--- src/rtl/swrc_pkg.sv ---
// Constants, state codes and status carrier of the standby and reset control
`default_nettype none
package swrc_pkg;
    localparam int unsigned SYS_CLK_PERIOD_NS   = 8;
    // External reset pin must stay low this long to count as a reset
    localparam int unsigned EXT_RESET_MIN_NS    = 2000;
    localparam int unsigned EXT_RESET_CYCLES    =
        (EXT_RESET_MIN_NS + SYS_CLK_PERIOD_NS - 1) / SYS_CLK_PERIOD_NS;
    // Typical hold after STOP release before normal operation resumes
    localparam int unsigned RESTART_HOLD_NS     = 34000;
    localparam int unsigned RESTART_HOLD_CYCLES = RESTART_HOLD_NS / SYS_CLK_PERIOD_NS;
    // Stabilization wait is 2**(BASE + STEP*select) cycles
    localparam int unsigned STAB_SHIFT_BASE     = 10;
    localparam int unsigned STAB_SHIFT_STEP     = 2;
    localparam int unsigned STAB_SEL_W          = 2;
    localparam int unsigned CNT_W               = 20;

    typedef enum logic [3:0] {
        SWRC_RUN        = 4'h0,
        SWRC_HALT       = 4'h1,
        SWRC_STOP       = 4'h2,
        SWRC_STOP_OSC   = 4'h3,
        SWRC_STOP_STAB  = 4'h4,
        SWRC_STOP_HOLD  = 4'h5,
        SWRC_RST_ACTIVE = 4'h6,
        SWRC_RST_OSC    = 4'h7,
        SWRC_RST_STAB   = 4'h8
    } swrc_state_t;

    typedef struct packed {
        logic halted;
        logic stopped;
        logic waiting;
        logic in_reset;
    } swrc_status_t;

    localparam swrc_status_t STATUS_RESET = 4'h1;
endpackage
`default_nettype wire

--- src/rtl/swrc_top.sv ---
// Standby entry, wake, stabilization and external reset sequencing
`default_nettype none
module swrc_top
    import swrc_pkg::*;
#(
    parameter int unsigned IRQ_N          = 8,
    parameter int unsigned RESTART_CYCLES = RESTART_HOLD_CYCLES
) (
    input  wire logic                  i_sys_clk,
    input  wire logic                  i_reset,
    input  wire logic                  i_ext_reset_n,
    input  wire logic                  i_halt_req,
    input  wire logic                  i_stop_req,
    input  wire logic [IRQ_N-1:0]      i_irq_flag,
    input  wire logic [IRQ_N-1:0]      i_irq_mask,
    input  wire logic                  i_osc_started,
    input  wire logic                  i_lsosc_enable,
    input  wire logic                  i_resonator_used,
    input  wire logic [STAB_SEL_W-1:0] i_stab_time_select,
    input  wire logic [STAB_SEL_W-1:0] i_option_stab_select,
    output logic                       o_cpu_run,
    output logic                       o_sys_osc_en,
    output logic                       o_lsosc_en,
    output logic                       o_int_reset,
    output swrc_status_t               o_status
);

    localparam logic [CNT_W-1:0] EXT_RST_LAST = CNT_W'(EXT_RESET_CYCLES - 1);
    localparam logic [CNT_W-1:0] HOLD_LAST    = CNT_W'(RESTART_CYCLES - 1);

    function automatic logic [CNT_W-1:0] stab_last(input logic [STAB_SEL_W-1:0] sel);
        int unsigned sh;
        sh = STAB_SHIFT_BASE + STAB_SHIFT_STEP * int'(sel);
        return CNT_W'((32'h1 << sh) - 32'h1);
    endfunction

    // States in which the internal reset stays asserted
    function automatic logic is_reset_phase(input swrc_state_t s);
        return (s == SWRC_RST_ACTIVE) || (s == SWRC_RST_OSC) || (s == SWRC_RST_STAB);
    endfunction

    // States in which the core waits for its clock to settle
    function automatic logic is_wait_phase(input swrc_state_t s);
        return (s == SWRC_STOP_OSC) || (s == SWRC_STOP_STAB) || (s == SWRC_STOP_HOLD)
               || (s == SWRC_RST_OSC) || (s == SWRC_RST_STAB);
    endfunction

    // States whose length is measured by the wait counter
    function automatic logic is_timed_wait(input swrc_state_t s);
        return (s == SWRC_STOP_STAB) || (s == SWRC_STOP_HOLD) || (s == SWRC_RST_STAB);
    endfunction

    swrc_state_t      state;
    swrc_state_t      next_state;
    logic [CNT_W-1:0] wait_cnt;
    logic [CNT_W-1:0] rst_lo_cnt;
    logic             ext_rst_seen;
    logic             ls_keep;
    logic             wake;
    logic             wait_done;
    logic             reset_req;

    // A masked request never wakes the core
    assign wake      = |(i_irq_flag & ~i_irq_mask);
    // A recognised pin reset acts exactly like the system reset
    assign reset_req = i_reset | ext_rst_seen;

    // Low level on the reset pin is counted; shorter pulses are ignored
    always_ff @(posedge i_sys_clk) begin
        if (i_reset || i_ext_reset_n) begin
            rst_lo_cnt   <= '0;
            ext_rst_seen <= 1'b0;
        end else if (rst_lo_cnt == EXT_RST_LAST) begin
            ext_rst_seen <= 1'b1;
        end else begin
            rst_lo_cnt <= rst_lo_cnt + CNT_W'(1);
        end
    end

    always_comb begin
        unique case (state)
            SWRC_STOP_STAB: wait_done = (wait_cnt == stab_last(i_stab_time_select));
            SWRC_STOP_HOLD: wait_done = (wait_cnt == HOLD_LAST);
            SWRC_RST_STAB:  wait_done = (wait_cnt == stab_last(i_option_stab_select));
            default:        wait_done = 1'b0;
        endcase
    end

    always_comb begin
        next_state = state;
        if (reset_req) begin
            next_state = SWRC_RST_ACTIVE;
        end else begin
            unique case (state)
                SWRC_RUN: begin
                    // A pending wake cancels entry so the CPU never sleeps
                    if (i_stop_req && !wake) begin
                        next_state = SWRC_STOP;
                    end else if (i_halt_req && !wake) begin
                        next_state = SWRC_HALT;
                    end
                end
                SWRC_HALT: begin
                    if (wake) begin
                        next_state = SWRC_RUN;
                    end
                end
                SWRC_STOP: begin
                    if (wake) begin
                        next_state = SWRC_STOP_OSC;
                    end
                end
                SWRC_STOP_OSC: begin
                    // Start-up time of the oscillator is not part of any timed wait
                    if (i_osc_started) begin
                        next_state = i_resonator_used ? SWRC_STOP_STAB : SWRC_STOP_HOLD;
                    end
                end
                SWRC_STOP_STAB: begin
                    if (wait_done) begin
                        next_state = SWRC_STOP_HOLD;
                    end
                end
                SWRC_STOP_HOLD: begin
                    if (wait_done) begin
                        next_state = SWRC_RUN;
                    end
                end
                // Oscillators restart one cycle after the reset sources clear
                SWRC_RST_ACTIVE: next_state = SWRC_RST_OSC;
                SWRC_RST_OSC: begin
                    if (i_osc_started) begin
                        next_state = SWRC_RST_STAB;
                    end
                end
                SWRC_RST_STAB: begin
                    if (wait_done) begin
                        next_state = SWRC_RUN;
                    end
                end
                default: next_state = SWRC_RST_ACTIVE;
            endcase
        end
    end

    // Reset is folded into next_state too; this branch keeps the register
    // defined from the first reset edge on
    always_ff @(posedge i_sys_clk) begin
        if (i_reset) begin
            state <= SWRC_RST_ACTIVE;
        end else begin
            state <= next_state;
        end
    end

    // Counter restarts on every state change so each wait is measured alone;
    // it rests at zero while the oscillator is still starting up
    always_ff @(posedge i_sys_clk) begin
        if (reset_req || next_state != state) begin
            wait_cnt <= '0;
        end else if (!is_timed_wait(state)) begin
            wait_cnt <= '0;
        end else if (!wait_done) begin
            wait_cnt <= wait_cnt + CNT_W'(1);
        end
    end

    // Remember whether the low-speed oscillator ran when STOP began
    always_ff @(posedge i_sys_clk) begin
        if (reset_req) begin
            ls_keep <= 1'b0;
        end else if (state == SWRC_RUN && next_state == SWRC_STOP) begin
            ls_keep <= o_lsosc_en;
        end
    end

    // System oscillator runs everywhere except in STOP and under reset
    always_ff @(posedge i_sys_clk) begin
        if (reset_req) begin
            o_sys_osc_en <= 1'b0;
        end else begin
            o_sys_osc_en <= (next_state != SWRC_STOP);
        end
    end

    // Slow oscillator follows software except under reset, where it is off, and in STOP, where it keeps its entry value
    always_ff @(posedge i_sys_clk) begin
        if (reset_req) begin
            o_lsosc_en <= 1'b0;
        end else if (next_state == SWRC_STOP) begin
            o_lsosc_en <= (state == SWRC_STOP) ? ls_keep : o_lsosc_en;
        end else begin
            o_lsosc_en <= i_lsosc_enable;
        end
    end

    always_ff @(posedge i_sys_clk) begin
        o_cpu_run <= (next_state == SWRC_RUN);
    end

    // Internal reset covers the oscillator start and the option-byte wait
    always_ff @(posedge i_sys_clk) begin
        o_int_reset <= is_reset_phase(next_state);
    end

    always_ff @(posedge i_sys_clk) begin
        o_status.halted   <= (next_state == SWRC_HALT);
        o_status.stopped  <= (next_state == SWRC_STOP);
        o_status.waiting  <= is_wait_phase(next_state);
        o_status.in_reset <= (next_state == SWRC_RST_ACTIVE);
    end

endmodule
`default_nettype wire

--- config.mk ---
export PLATFORM = sky130hd
export DESIGN_NAME = swrc_top
export DESIGN_NICKNAME = d
export VERILOG_FILES = /design/src/rtl/swrc_pkg.sv /design/src/rtl/swrc_top.sv
export SDC_FILE = /design/constraint.sdc
export NUM_CORES = 1
export LEC_CHECK = 0
export BUFFER_PORTS_ARGS = -buffer_cell sky130_fd_sc_hd__buf_2
export CAP_MARGIN = 20
export CORE_UTILIZATION = 45
export DETAILED_ROUTE_END_ITERATION = 6
export REMOVE_ABC_BUFFERS = 1
export SYNTH_ARGS = -nofsm -noshare
export SYNTH_HDL_FRONTEND = slang
export SYNTH_SLANG_ARGS = --single-unit
--- constraint.sdc ---
create_clock -name i_sys_clk -period 6.25 [get_ports i_sys_clk]
set_input_delay 1.25 -clock i_sys_clk [delete_from_list [all_inputs] [get_ports i_sys_clk]]
set_output_delay 1.25 -clock i_sys_clk [all_outputs]
set_load 0.05 [all_outputs]
==> results of run 1 <==
logic make-up (layout without fill, tap and decap cells):
family                   after synthesis  count (layout)
multiplexers                          12              12
adder cells (fa/ha/maj)                3               3
AO/OA/AOI/OAI                         60              60
flip-flops                            54              54
buffers and inverters                 22              51
XOR/XNOR                              20              20
AND/OR/NAND/NOR                      190             190
stage by stage:
| stage | power, mW | hold WS [ns] | util |
|---|---|---|---|
| global placement | 0.4613 | 0.4669 | 0.5111 |
| CTS | 0.6998 | 0.4989 | 0.5291 |
| global route | 0.7245 | 0.5168 | 0.5291 |
| floorplan | 0.4336 | 0.4503 | - |
| detailed placement | 0.4612 | 0.4820 | 0.5111 |
| finish | 0.6912 | 0.4981 | 0.5291 |
worst paths after layout:
kind / from / endpoint / slack [ns]
worst max-delay path: state[3] / wait_cnt[11] / 2.95
worst min-delay path: wait_cnt[0] / wait_cnt[0] / 0.50
worst max register to register: state[3] / wait_cnt[11] / 2.95
worst min register to register: wait_cnt[0] / wait_cnt[0] / 0.50
Yosys cell counts (all sizes together) (2+ instances only):
| library cell | number | share of area |
|---|---|---|
| o22ai | 2 | 0.0064 |
| xor2 | 6 | 0.018 |
| inv | 8 | 0.010 |
| o211ai | 2 | 0.0051 |
| nand2 | 33 | 0.042 |
| and2 | 4 | 0.0086 |
| a31oi | 3 | 0.0064 |
| o31ai | 4 | 0.010 |
| and4 | 2 | 0.0060 |
| a21oi | 19 | 0.034 |
| ha | 3 | 0.013 |
| o2111ai | 3 | 0.0090 |
| and3 | 7 | 0.017 |
| nand2b | 10 | 0.021 |
| xnor2 | 14 | 0.042 |
| a211oi | 2 | 0.0051 |
| nor2 | 47 | 0.060 |
| mux2 | 2 | 0.010 |
| nand3 | 23 | 0.039 |
| nor4 | 5 | 0.011 |
| buf | 5 | 0.014 |
| dfxtp | 54 | 0.37 |
| or4b | 2 | 0.0069 |
| nor3 | 6 | 0.010 |
| or4 | 6 | 0.017 |
| or3 | 12 | 0.026 |
| o21ai | 18 | 0.031 |
| nand4 | 14 | 0.030 |
| clkbuf | 9 | 0.012 |
| nor2b | 7 | 0.015 |
| nand4b | 2 | 0.0060 |
| or2 | 5 | 0.011 |
| mux2i | 10 | 0.039 |
where the power goes:
part / internal, mW / switching, mW / total [mW] / leakage (nW)
combinational: 0.0326 / 0.0561 / 0.0887 / 0.678
sequential: 0.353 / 0.0120 / 0.365 / 0.438
clock: 0.120 / 0.118 / 0.237 / 0.0514
total: 0.505 / 0.186 / 0.691 / 1.17
per-layer routing:
metal / track usage / vias to the layer above
met4: 0.07586 / 0
li1: - / 1357
met3: 0.04725 / 8
met2: 0.3455 / 83
met1: 0.2684 / 1232
met5: 0 / -
layout make-up:
class | instances | area [um^2] | share of cell area
well taps | 75 | 93.84 | 0.02909
inverters | 8 | 30.03 | 0.009310
multi-input cells | 285 | 1735 | 0.5380
clock buffers | 6 | 72.57 | 0.02250
clock inverters | 2 | 37.54 | 0.01164
flip-flops and latches | 54 | 1081 | 0.3351
repair buffers | 35 | 175.2 | 0.05431
registers in the layout, summed over array words and instances (netlist names):
name	cells
rst_lo_cnt	20
wait_cnt	20
o_status	4
state	4
ext_rst_seen	1
ls_keep	1
o_cpu_run	1
o_int_reset	1
o_lsosc_en	1
o_sys_osc_en	1
cells in the final DEF (no fill, tap or decap), types with 3 or more instances in the layout:
cell type   n
a21oi_1    18
a31oi_1     3
and2_1      4
and3_1      6
buf_2      35
clkbuf_8    5
dfxtp_1    54
ha_1        3
inv_1       7
mux2i_1     9
nand2_1    33
nand2b_1   10
nand3_1    23
nand4_1    14
nor2_1     47
nor2b_1     7
nor3_1      6
nor4_1      5
o2111ai_1   3
o21ai_0    14
o21ai_1     4
o31ai_1     4
or2_2       3
or3_1      12
or4_1       5
xnor2_1    14
xor2_1      6
==> run_results.csv, run 1 <==
group,metric,value,unit
run_status,status,"completed",
global_route,antenna_found_initial,0,
timing,drv_slew,0,
pwr,powerDensity,214.3,nW/um^2
yosys,synth.mux.area_fraction,0.04884,
route,wl,6.704,mm
setup_path,rr_worst_depth,7,
floorplanning,fp-row-count,28,
setup_path,worst-path-buf-inv,0,
route,ant_nets,0,
route,wl_per_cell,14.42,um
setup_path,slowest_stage,"or4b_1",
setup_path,arrival,3.50,ns
finish,drive_above_1_share,0.1359,
route,drtPass1Iterations,4,
timing,max_slew_margin,0.5265,
placement,gp_congestion,0.8850,
yosys,synth-compound-area-share,0.1294,
timing,skew,0.01056,ns
yosys,ys_warn_count,0,
floorplanning,die_w,82.56,um
clock_tree,numCtsBuffers,5,
clock_tree,cts-htree-levels,2,
floorplanning,dieHeight,82.56,um
floorplanning,coreArea,6096,um^2
global_route,track_usage,0.2100,
yosys,ys_ff_latch,54,
timing,rsz0062_at_grt,"no",
yosys,synth-edff-count,0,
route,avgViaCountPerCell,5.763,
setup_path,cpMostUsedCell,"or4b_1",
floorplanning,io_pins,36,
yosys,avgSynthCellArea,8.089,um^2
setup_path,cp.depth,7,
placement,dp_cells,457,
timing,finalSetupTns,0,ns
pwr,ir_drop,107.0,uV
clock_tree,ctsHoldBuffers,0,
yosys,synth_top_family_by_area,"simple AND/OR/NAND/NOR gates",
finish,diodes,0,
timing,setup_viol,0,
yosys,ys.flop_type,"dfxtp_1",
timing,tightest_slew,0.7048,ns
floorplanning,die_area,6815,um^2
run,drv_cap,0,
clock_tree,cts_resized,0,
placement,hpwl,4.890,mm
timing,fin_crit,3.302,ns
setup_path,path_max_fanout,13,
timing,fin_crit_sh,0.5283,
yosys,ys_types,55,
route,wl_met3,477,um
route,drc,0,
yosys,synth_cells,361,
placement,io_buffer_count,35,
setup_path,path_delay_family,"simple AND/OR/NAND/NOR gates",
finish,synthToLayoutAreaGrowth,10.45,%
yosys,ys_async_sr_fraction,0,
global_route,gr-total-overflow,0,
route,vias,2680,
placement,dp_worst_setup_slack,2.835,ns
finish,nNetsFinal,420,
yosys,synth_xor_xnor_area_share,0.05998,
timing,hold_viol_final,0,
global_route,grt_pass1_vias,2415,
finish,design_area,3226,um^2
yosys,synthSimpleGateAreaFrac,0.3432,
yosys,ys_seq_area_frac,0.3702,
floorplanning,initial_core_util,0.4791,
finish,finalNonFillerCells,465,
clock_tree,clockBufferDepth,2,
setup_path,crit_required,6.44,ns
clock_tree,cts_root_buffer,"clkbuf_8",
global_route,grt_pass1_wl,10.94,mm
pwr,leakage,1.167,nW
yosys,syn_area,2920,um^2
timing,timing.fmax,302.9,MHz
timing,setup_slack,2.948,ns
clock_tree,insertion_delay,0.31,ns
setup_path,worstSetupStartpointType,"register",
setup_path,cp_slowest_stage_delay,0.66,ns
clock_tree,postCtsSetupBuffers,0,
hold_path,hold_depth,1,
clock_tree,cts.sinks,54,
placement,postPlaceCellArea,3115,um^2
yosys,synth-adder-area-share,0.01285,
route,wl_met2,2.974,mm
setup_path,cp-end-kind,"register",
clock_tree,tritoncts,"done",
clock_tree,clkTransAtPathRegs,0.10,ns
route,wl_met1,3.168,mm
hold_path,hold_class,"register to register",
setup_path,path_cells,"or4b_1, mux2i_4, o211ai_1, and3_1, or4b_1, nand2_1, nor2b_1",
finish,fillers,609,
route,first_iter_violations,173,
global_route,grt_max_degree,19,
route,top_layer_used,"met4",
setup_path,path_class,"register to register",
Note: power is estimated with default switching activity, not from simulation.
==> run 2: changes to the inputs <==
clock period = 3.1 ns   (was 6.25 ns; I/O delays follow)
==> run 2 against run 1 <==
  * Design area grew 1.2%
  * Clock power grew 71%
  * Clock skew shrank 0.0025 ns
  * First-iteration DRC count grew 28%
  * Die area is the same
  * Worst setup slack lost 2.8 ns
  * Clock-buffer cell count grew 1
  * Largest power group unchanged
==> run_results.csv, run 2 (synthesized netlist as in run 1, its figures left out) <==
group,metric,value,unit
clock_tree,tritoncts,"done",
timing,whs,0.4912,ns
timing,finalSetupTns,0,ns
hold_path,hold_class,"register to register",
floorplanning,coreArea,6096,um^2
timing,hold_viol_final,0,
finish,layout_common_cells,"dfxtp_1, nor2_1, buf_2",
route,drc,0,
floorplanning,dieHeight,82.56,um
floorplanning,fp-row-count,28,
timing,tightest_slew,0.6634,ns
route,wl_per_cell,14.02,um
timing,setup_slack,0.1851,ns
pwr,leakage,1.198,nW
route,drtPass1Iterations,5,
clock_tree,cts.sinks,54,
pwr,finalPower,1.333,mW
global_route,grt_max_degree,19,
finish,synthToLayoutAreaGrowth,11.78,%
route,wl,6.619,mm
timing,rsz0062_at_grt,"no",
timing,max_slew_margin,0.5544,
route,avgViaCountPerCell,5.665,
floorplanning,die_area,6815,um^2
run_status,status,"completed",
finish,drive_above_1_share,0.1537,
clock_tree,clkTransAtPathRegs,0.10,ns
route,ant_nets,0,
timing,fin_crit_sh,0.9403,
floorplanning,initial_core_util,0.4791,
timing,timing.fmax,343.1,MHz
finish,diodes,0,
pwr,powerDensity,408.4,nW/um^2
clock_tree,insertion_delay,0.31,ns
floorplanning,die_w,82.56,um
timing,fin_crit,2.915,ns
clock_tree,cts-htree-levels,2,
finish,final_common_cell,"dfxtp_1",
setup_path,worstSetupStartpointType,"register",
route,vias,2674,
clock_tree,postCtsSetupBuffers,0,
setup_path,path_max_fanout,11,
finish,reg_top3,"rst_lo_cnt (20), wait_cnt (20)",
setup_path,cp-end-kind,"register",
setup_path,arrival,3.10,ns
timing,drv_slew,0,
placement,gp_congestion,0.8728,
pwr,ir_drop,213.8,uV
global_route,gr-total-overflow,0,
route,first_iter_violations,222,
clock_tree,ctsHoldBuffers,0,
global_route,grt_pass1_vias,2213,
global_route,grt_pass1_wl,10.47,mm
placement,io_buffer_count,35,
timing,setup_viol,0,
timing,skew,0.008090,ns
clock_tree,clockBufferDepth,2,
run,drv_cap,0,
finish,final_util,0.5355,
finish,nNetsFinal,427,
global_route,track_usage,0.2020,
global_route,antenna_found_initial,0,
setup_path,path_class,"register to register",
clock_tree,numCtsBuffers,5,
floorplanning,io_pins,36,
placement,hpwl,4.855,mm
clock_tree,cts_root_buffer,"clkbuf_8",
placement,dp_worst_setup_slack,0.1787,ns
setup_path,crit_required,3.28,ns
[run 2: changes by cell type in the layout (fill, tap and decap cells not counted)]
cell and delta:
nor3_1 -1, clkinvlp_4 -1, bufinv_16 -1, clkbuf_8 +1, clkinv_2 +1, buf_4 +7
nor3_2 +1
[run 2: final timing paths]
| kind | from | slack, ns | end | cells after the start |
|---|---|---|---|---|
| worst max-delay path | state[2] | 0.19 | wait_cnt[13] | 7 |
| worst min-delay path | wait_cnt[7] | 0.49 | wait_cnt[7] | 2 |
| worst max register to register | state[2] | 0.19 | wait_cnt[13] | 7 |
| worst min register to register | wait_cnt[7] | 0.49 | wait_cnt[7] | 2 |
[run 2: worst max-delay path, cell delays in order (launching register included)]
cell      delay, ns
dfxtp_1        0.32
or4b_1         0.70
mux2i_4        0.28
o211ai_1       0.24
and3_1         0.32
or4b_1         0.48
nand2_1        0.35
nor2_1         0.10
[run 2: repair_timing]
item                       4_1_cts  5_1_grt
gates resized for setup          0        1
setup endpoints to repair        0        1
hold endpoints to repair         0        0
[run 2: metal layers]
metal  GRT usage  wire (um)  share of wire
met5           0          0              0
met4     0.06897        113          0.017
met3     0.04505        464          0.070
met2      0.3132       2787           0.42
met1      0.2752       3253           0.49
[run 2: layout make-up]
| type | instances | area (um^2) |
|---|---|---|
| fillers | 602 | 2831 |
| multi-input cells | 285 | 1740 |
| flip-flops and latches | 54 | 1081 |
| repair buffers | 42 | 227.7 |
| well taps | 75 | 93.84 |
| clock buffers | 7 | 86.33 |
| inverters | 8 | 30.03 |
| clock inverters | 1 | 5.005 |
[run 2: power by group]
group | internal (mW) | total [mW] | switching (mW)
Combinational | 0.0742 | 0.207 | 0.133
Clock | 0.181 | 0.406 | 0.225
Sequential | 0.712 | 0.719 | 0.00782
[run 2: metrics by stage]
step           cells  instance area (um^2)
6_report         472                  3264
5_1_grt          472                  3264
4_1_cts          472                  3259
3_5_place_dp     464                  3168
3_3_place_gp     464                  3168
2_1_floorplan    347                  2846
